==> config.mk <==
export PLATFORM = sky130hd
export DESIGN_NAME = dual_reload_timer_counter
export DESIGN_NICKNAME = d
export VERILOG_FILES = /design/src/shared/timer_pkg.sv /design/src/logic/dual_reload_timer_counter.sv
export SDC_FILE = /design/constraint.sdc
export NUM_CORES = 1
export LEC_CHECK = 0
export BUFFER_PORTS_ARGS = -buffer_cell sky130_fd_sc_hd__buf_2
export CORE_MARGIN = 2
export CORE_UTILIZATION = 31
export DETAILED_ROUTE_END_ITERATION = 10
export MAX_ROUTING_LAYER = met4
export PLACE_DENSITY = 0.45
export SLEW_MARGIN = 20
export SYNTH_ARGS = -nofsm -noshare
export SYNTH_HDL_FRONTEND = slang
export SYNTH_SLANG_ARGS = --single-unit
==> constraint.sdc <==
create_clock -name CLK -period 3.1 [get_ports CLK]
set_input_delay 0.155 -clock CLK [delete_from_list [all_inputs] [get_ports CLK]]
set_output_delay 0.155 -clock CLK [all_outputs]
set_load 0.02 [all_outputs]
==> src/shared/timer_pkg.sv <==
package timer_pkg;

  localparam int          CNT_W      = 8;
  localparam logic [7:0]  CNT_MAX    = 8'hFF;
  localparam logic [7:0]  CNT_ZERO   = 8'h00;
  localparam logic [7:0]  PRESET_RST = 8'h00;
  localparam int          DIV_A_SLOW = 64;
  localparam int          DIV_A_FAST = 8;
  localparam int          DIV_B_DEF  = 65536;
  localparam int          PRE_W      = 32;

  typedef enum logic [1:0] {
    SRC_A_CPU,
    SRC_A_DIV8,
    SRC_A_DIV64,
    SRC_A_CASCADE
  } a_src_t;

  typedef enum logic [2:0] {
    SRC_B_CPU,
    SRC_B_DIV,
    SRC_B_EXT,
    SRC_B_LOW,
    SRC_B_HIGH
  } b_src_t;

  typedef enum logic {
    MODE_TIMER,
    MODE_COUNTER
  } b_mode_t;

  typedef struct packed {
    logic [7:0] count;
    logic       ovf;
    logic       irq;
  } unit_out_t;

endpackage

==> src/logic/dual_reload_timer_counter.sv <==
`timescale 1ns/1ps
module dual_reload_timer_counter #(
  parameter int B_DIV = timer_pkg::DIV_B_DEF
) (
  input  wire logic                 CLK,
  input  wire logic                 RST,
  input  wire logic                 A_WR,
  input  wire logic [7:0]           A_WDATA,
  input  wire timer_pkg::a_src_t    A_SRC,
  input  wire logic                 A_IRQ_EN,
  input  wire logic                 B_WR,
  input  wire logic [7:0]           B_WDATA,
  input  wire timer_pkg::b_src_t    B_SRC,
  input  wire timer_pkg::b_mode_t   B_MODE,
  input  wire logic                 B_IRQ_EN,
  input  wire logic                 EXTERNAL_COUNT_CLOCK,
  output timer_pkg::unit_out_t      TIMER_A_UNIT,
  output timer_pkg::unit_out_t      TIMER_B_UNIT
);

  logic [timer_pkg::PRE_W-1:0] pre_r;
  logic [7:0]                  preset_a_r;
  logic [7:0]                  preset_b_r;
  logic [7:0]                  cnt_a_r;
  logic [7:0]                  cnt_b_r;
  logic                        ext_prev_r;
  logic                        ovf_a_r;
  logic                        ovf_b_r;
  logic                        irq_a_r;
  logic                        irq_b_r;
  logic                        tick_a;
  logic                        tick_b;
  logic                        wrap_a;
  logic                        wrap_b;
  logic                        b_counting;
  logic                        b_load;
  logic                        ext_rise;

  // True on the last cycle of each period of a power-of-two divider
  function automatic logic at_tap(input logic [timer_pkg::PRE_W-1:0] cnt,
                                  input int div);
    at_tap = ((cnt % div) == (div - 1));
  endfunction

  // One free prescaler serves every tap; B_DIV must stay a multiple of 64
  always_ff @(posedge CLK or posedge RST) begin
    if (RST) begin
      pre_r <= '0;
    end else if (pre_r == timer_pkg::PRE_W'(B_DIV - 1)) begin
      pre_r <= '0;
    end else begin
      pre_r <= pre_r + 1'b1;
    end
  end

  // Inputs are synchronous, so one stage of history is enough for edges
  always_ff @(posedge CLK or posedge RST) begin
    if (RST) begin
      ext_prev_r <= 1'b0;
    end else begin
      ext_prev_r <= EXTERNAL_COUNT_CLOCK;
    end
  end

  assign ext_rise = EXTERNAL_COUNT_CLOCK & ~ext_prev_r;

  always_comb begin
    case (B_SRC)
      timer_pkg::SRC_B_CPU:  tick_b = 1'b1;
      timer_pkg::SRC_B_DIV:  tick_b = at_tap(pre_r, B_DIV);
      timer_pkg::SRC_B_EXT:  tick_b = ext_rise;
      default:               tick_b = 1'b0;
    endcase
  end

  assign wrap_b     = tick_b && (cnt_b_r == timer_pkg::CNT_MAX);
  assign b_counting = (B_MODE == timer_pkg::MODE_COUNTER);
  assign b_load     = B_WR && b_counting;

  always_comb begin
    case (A_SRC)
      timer_pkg::SRC_A_CPU:   tick_a = 1'b1;
      timer_pkg::SRC_A_DIV8: begin
        tick_a = at_tap(pre_r, timer_pkg::DIV_A_FAST);
      end
      timer_pkg::SRC_A_DIV64: begin
        tick_a = at_tap(pre_r, timer_pkg::DIV_A_SLOW);
      end
      // A wrap lost to a counter write is no overflow, so A must not step
      timer_pkg::SRC_A_CASCADE: begin
        tick_a = wrap_b && !b_load;
      end
      default:                tick_a = 1'b0;
    endcase
  end

  assign wrap_a = tick_a && (cnt_a_r == timer_pkg::CNT_MAX);

  always_ff @(posedge CLK or posedge RST) begin
    if (RST) begin
      preset_a_r <= timer_pkg::PRESET_RST;
    end else if (A_WR) begin
      preset_a_r <= A_WDATA;
    end
  end

  always_ff @(posedge CLK or posedge RST) begin
    if (RST) begin
      preset_b_r <= timer_pkg::PRESET_RST;
    end else if (B_WR && !b_counting) begin
      preset_b_r <= B_WDATA;
    end
  end

  // Unit A is timer only, so it always reloads on wrap
  always_ff @(posedge CLK or posedge RST) begin
    if (RST) begin
      cnt_a_r <= timer_pkg::CNT_ZERO;
    end else if (wrap_a) begin
      cnt_a_r <= preset_a_r;
    end else if (tick_a) begin
      cnt_a_r <= cnt_a_r + 8'h01;
    end
  end

  // A counter-mode write beats a tick in the same cycle
  always_ff @(posedge CLK or posedge RST) begin
    if (RST) begin
      cnt_b_r <= timer_pkg::CNT_ZERO;
    end else if (b_load) begin
      cnt_b_r <= B_WDATA;
    end else if (wrap_b && !b_counting) begin
      cnt_b_r <= preset_b_r;
    end else if (tick_b) begin
      cnt_b_r <= cnt_b_r + 8'h01;
    end
  end

  always_ff @(posedge CLK or posedge RST) begin
    if (RST) begin
      ovf_a_r <= 1'b0;
      ovf_b_r <= 1'b0;
    end else begin
      ovf_a_r <= wrap_a;
      ovf_b_r <= wrap_b && !b_load;
    end
  end

  always_ff @(posedge CLK or posedge RST) begin
    if (RST) begin
      irq_a_r <= 1'b0;
      irq_b_r <= 1'b0;
    end else begin
      irq_a_r <= wrap_a && A_IRQ_EN;
      irq_b_r <= wrap_b && !b_load && B_IRQ_EN;
    end
  end

  // Count is a plain register view: reading has no path back
  assign TIMER_A_UNIT = '{count: cnt_a_r, ovf: ovf_a_r, irq: irq_a_r};
  assign TIMER_B_UNIT = '{count: cnt_b_r, ovf: ovf_b_r,
                          irq: irq_b_r};
endmodule

=== Yosys cells after proc, flatten, opt, wreduce, memory -nomap -nowiden ===
Cells that the tools add are included.

* Mux-type cells: 8
* $add $sub $neg: 3
* Reductions and logical operators: 14
* Eq/ne operators: 11
* Bitwise logic cells: 2

{| class="wikitable"
|+ Operators by type and width
! kind !! number
|-
| $mux 8 || 5
|-
| $add 32x1->32 const B || 1
|-
| $eq 32x16->1 const B || 1
|-
| $mux 32 || 1
|-
| $add 8x1->8 const B || 2
|-
| $eq 16x16->1 const B || 1
|-
| $eq 8x8->1 const B || 2
|-
| $logic_and 1x1->1 || 8
|-
| $eq 6x6->1 const B || 1
|-
| $eq 2x2->1 const B || 2
|-
| $pmux 1 s4 || 1
|-
| $eq 3x1->1 const B || 1
|-
| $eq 3x2->1 const B || 1
|-
| $eq 3x3->1 const B || 1
|-
| $logic_not 3->1 || 1
|-
| $pmux 1 s3 || 1
|-
| $reduce_bool 3->1 || 1
|-
| $eq 2x1->1 const B || 1
|-
| $logic_not 1->1 || 2
|-
| $logic_not 2->1 || 1
|-
| $reduce_bool 2->1 || 1
|-
| $and 1x1->1 || 1
|-
| $not 1->1 || 1
|}

* Register bits after elaboration: 69
* Output and inout bits: 20

=== Logic depth before layout (Yosys ltp) ===
* Depth in word-level cells: 8
* Gate-level depth with buffers: 7
* Mapped depth without buffers: 6

=== Worst setup path after synthesis ===
OpenSTA, ideal clock, no wires.

* Path type: reg-to-reg
* Start: register pre_r[0] (netlist name)
* End: register cnt_a_r[6]
* Path buffers: 1
* Period minus slack after synthesis: 2.139 ns
* Setup slack: 0.961 ns
* Setup time: 0.128 ns
* Arrival: 2.012 ns
* Required time: 2.972 ns
* Cell stages (with the launch flop): 8
* Path through: dfrtp_1 > ha_1 > nand3_1 > or2_2 > a22o_1 > clkbuf_1 > a211oi_1 > mux2_1

* Longest elaborated chain between the ends: 7
* Elaborated cells on any way between the ends: 10
* Classes of those cells: eq/ne (3); mux (3); reduce/logical (4)

{| class="wikitable"
|+ RTL lines
! what !! line !! RTL
|-
| from (decl) || dual_reload_timer_counter.sv:21 || <nowiki>logic [timer_pkg::PRE_W-1:0] pre_r;</nowiki>
|-
| from (signal assigned) || dual_reload_timer_counter.sv:52 || <nowiki>pre_r <= pre_r + 1'b1;</nowiki>
|-
| $eq 16x16->1 || dual_reload_timer_counter.sv:42 || <nowiki>at_tap = ((cnt % div) == (div - 1));</nowiki>
|-
| $pmux 1 s3 || dual_reload_timer_counter.sv:68 || <nowiki>case (B_SRC)</nowiki>
|-
| $logic_and 1x1->1 || dual_reload_timer_counter.sv:76 || <nowiki>assign wrap_b = tick_b && (cnt_b_r == timer_pkg::CNT_MAX);</nowiki>
|-
| $logic_and 1x1->1 || dual_reload_timer_counter.sv:91 || <nowiki>tick_a = wrap_b && !b_load;</nowiki>
|-
| $pmux 1 s4 (*) || dual_reload_timer_counter.sv:81 || <nowiki>case (A_SRC)</nowiki>
|-
| $logic_and 1x1->1 || dual_reload_timer_counter.sv:97 || <nowiki>assign wrap_a = tick_a && (cnt_a_r == timer_pkg::CNT_MAX);</nowiki>
|-
| $mux 8 or $reduce_bool 2->1 (tied branches) || -- ||
|-
| to (signal assigned) || dual_reload_timer_counter.sv:118 || <nowiki>cnt_a_r <= timer_pkg::CNT_ZERO;</nowiki>
|-
| to (signal assigned) || dual_reload_timer_counter.sv:120 || <nowiki>cnt_a_r <= preset_a_r;</nowiki>
|-
| to (signal assigned) || dual_reload_timer_counter.sv:122 || <nowiki>cnt_a_r <= cnt_a_r + 8'h01;</nowiki>
|-
| to (decl) || dual_reload_timer_counter.sv:24 || <nowiki>logic [7:0] cnt_a_r;</nowiki>
|}

Mark *: on every way between the ends. The rest lies on a longest branch, timed or not.
A chain may end at the register's enable or synchronous reset.

=== Final worst setup path ===
Same ends and word-level chain as after synthesis.

==> impl_metrics.json <==
{
  "status": "completed",
  "hold_path_class": "in2reg",
  "start_util_pct": 31.9,
  "vias": 2528,
  "synthCells": 312,
  "synth_area_leaders": "dfrtp_1 (50%), mux2_2 (5.9%), xnor2_1 (5.6%), xor2_1 (3.0%), nand3_1 (2.6%)",
  "post-route-util_pct": 37.4,
  "async_flop_share_pct": 100,
  "die_x_um": 110,
  "cts_root_buffer": "clkbuf_8",
  "drt_iter0_drc": 109,
  "grt_max_degree": 47,
  "pin_count": 49,
  "clkSlewWorstSetupHoldPaths_ps": 70,
  "wl_um": 7680,
  "layout_commonest_cell": "dfrtp_1",
  "cts_tree": "done",
  "ys.flop_type": "dfrtp_1",
  "critical_path_class": "reg2reg",
  "maxSlewHeadroom_pct": 35.1,
  "r2r_start": "pre_r[0]",
  "p_leak_nw": 1.87,
  "worstPathMaxFanout": 10,
  "routedWlPerCell_um": 15.1,
  "multiInputGateArea_mm2": 0.00166,
  "yosysTopAreaCell": "dfrtp_1",
  "vdd_drop_max_v": 0.000195,
  "seq_area_mm2": 0.00173,
  "worst_r2r_path_depth": 6,
  "mostFrequentLayoutCells": "dfrtp_1 (69), buf_2 (48), nor2_1 (24)",
  "dpl.hpwl_um": 5590,
  "core_area_mm2": 0.0108,
  "period_share_pct": 77.5,
  "fin_skew_ps": 4.68,
  "fin_hold_ws_ps": 27.0,
  "dpl-instance-area_mm2": 0.00384,
  "cts_buffers": 9,
  "drt_pass1_iterations": 4,
  "critPathCaptureType": "flip-flop",
  "cts_sinks": 69,
  "min_from": "A_WDATA[4]",
  "setup_viol": 0,
  "drive_gt1_share_pct": 26.8,
  "avgSynthCellArea_um2": 11.1,
  "maxCapViolCount": 0,
  "max_freq_ghz": 0.416,
  "gp_congestion": 0.800,
  "nNetsFinal": 399,
  "yosys_warnings": 0,
  "grtUsageTotal_pct": 14.6,
  "finalHoldViolCount": 0,
  "area_delta_synth_final_pct": 17.3,
  "grt_setup_unrepaired": "no",
  "drc": 0,
  "required_ps": 3320,
  "slew_viol_final": 0,
  "min_period_ps": 2400,
  "antenna_found_initial": 0,
  "ys_seq_area_share_pct": 50.0,
  "reg2reg_to": "cnt_a_r[6]",
  "setup-tns-final_ps": 0,
  "ctsLongestPathBuffers": 2,
  "die_h_um": 110,
  "synth_edf_count": 0,
  "tightestPinTransition_ps": 972,
  "min_path_cells": 3,
  "p_per_area_mw_per_mm2": 543,
  "ys_types": 49,
  "detail_route.vias_per_cell": 4.97,
  "grt_pass1_wl_um": 13100,
  "synth_area_mm2": 0.00345,
  "io_buffers": 48,
  "post-synth-top-area-fraction_pct": 50.0,
  "cts_setup_buffers": 0,
  "diodes": 0,
  "htree_levels": 3,
  "synth_nets": 345,
  "grt_pass1_vias": 2564,
  "r2r_slack_ps": 700,
  "cp.arrival_ps": 2620,
  "grt-ovfl-total": 0,
  "ctsResizeCount": 0,
  "whs_endpoint": "preset_a_r[4]",
  "fin_area_mm2": 0.00405,
  "synth-seq-cells": 69,
  "clk_latency_ps": 340,
  "ant_nets": 0,
  "nFillCells": 1090,
  "row_count": 38,
  "die_area_mm2": 0.0120,
  "startpoint_type": "flip-flop"
}
==> flip-flops by register name, summed over array words and instances, names as in the netlist <==
name	cells
ovf_b_r	1
cnt_b_r	8
pre_r	32
ovf_a_r	1
ext_prev_r	1
preset_b_r	8
preset_a_r	8
irq_a_r	1
cnt_a_r	8
irq_b_r	1
==> worst max-delay path by stage <==
stage                     cells past startpoint  slack [ps]          to  startpoint
after floorplan                               7         960  cnt_a_r[6]    pre_r[0]
after global placement                        6         780  cnt_a_r[6]    pre_r[0]
after detailed placement                      6         700  cnt_a_r[6]    pre_r[0]
after CTS                                     6         700  cnt_a_r[6]    pre_r[0]
after global routing                          6         550     irq_b_r    pre_r[0]
final                                         6         700  cnt_a_r[6]    pre_r[0]
==> power breakdown <==
| group | internal [W] | leakage (nW) | switching [W] |
|---|---|---|---|
| Combinational | 0.000155 | 0.884 | 0.000209 |
| Clock | 0.000430 | 0.102 | 0.000326 |
| Sequential | 0.000980 | 0.881 | 0.0000988 |
| Total | 0.00157 | 1.87 | 0.000633 |
==> area by class of cell <==
cell class                      count  area share, %
Multi-Input combinational cell    228           40.9
Tap cell                          140           4.32
Inverter                            6          0.556
Clock inverter                      1          0.741
Timing Repair Buffer               52           6.73
Clock buffer                       13           4.17
Sequential cell                    69           42.6
==> logic make-up after synthesis <==
group	share of synthesized area, %
AO/OA/AOI/OAI	9.09
XOR/XNOR	8.62
adder cells (fa/ha/maj)	1.45
buffers and inverters	2.10
flip-flops	50.0
multiplexers	7.64
AND/OR/NAND/NOR	21.1
==> worst max-delay path, cell delays in order (launching register included) <==
cell	delay (ps)
dfrtp_1	380
ha_1	180
nand3_1	250
nor4_4	550
a32oi_2	240
a211oi_1	330
mux2_1	350
==> synth_stat cells, drive strengths merged (4+ instances only) <==
cell type   n
nand4      14
o22ai       5
and4        4
buf         5
xor2       12
o21ai       4
ha          4
a21oi      15
nor4       10
nand3      18
and3        7
mux2i       5
nor3        5
xnor2      22
mux2       19
clkbuf      4
nor2b       5
dfrtp      69
and2        4
inv         6
nand2      22
nor2       24
==> per-layer routing <==
metal  GRT usage [%]  vias to the layer above  share of wire [%]
li1                -                     1227                  -
met2            19.5                       62                 42
met4            4.97                        0                1.4
met3            3.32                       11                4.2
met5               -                        -                  0
met1            21.5                     1228                 52
==> per-stage QoR <==
stage / instances / total power [W] / setup slack, ps
floorplan: 312 / 0.00132 / 961
global placement: 494 / 0.00146 / 782
detailed placement: 494 / 0.00146 / 699
CTS: 509 / 0.00224 / 701
global route: 509 / 0.00233 / 553
finish: 509 / 0.00220 / 699
==> timing repair <==
item	4_1_cts	5_1_grt
hold buffers	1	0
endpoints found under the hold margin	1	0
setup endpoints to repair	0	0
Note: power is estimated with default switching activity, not from simulation.
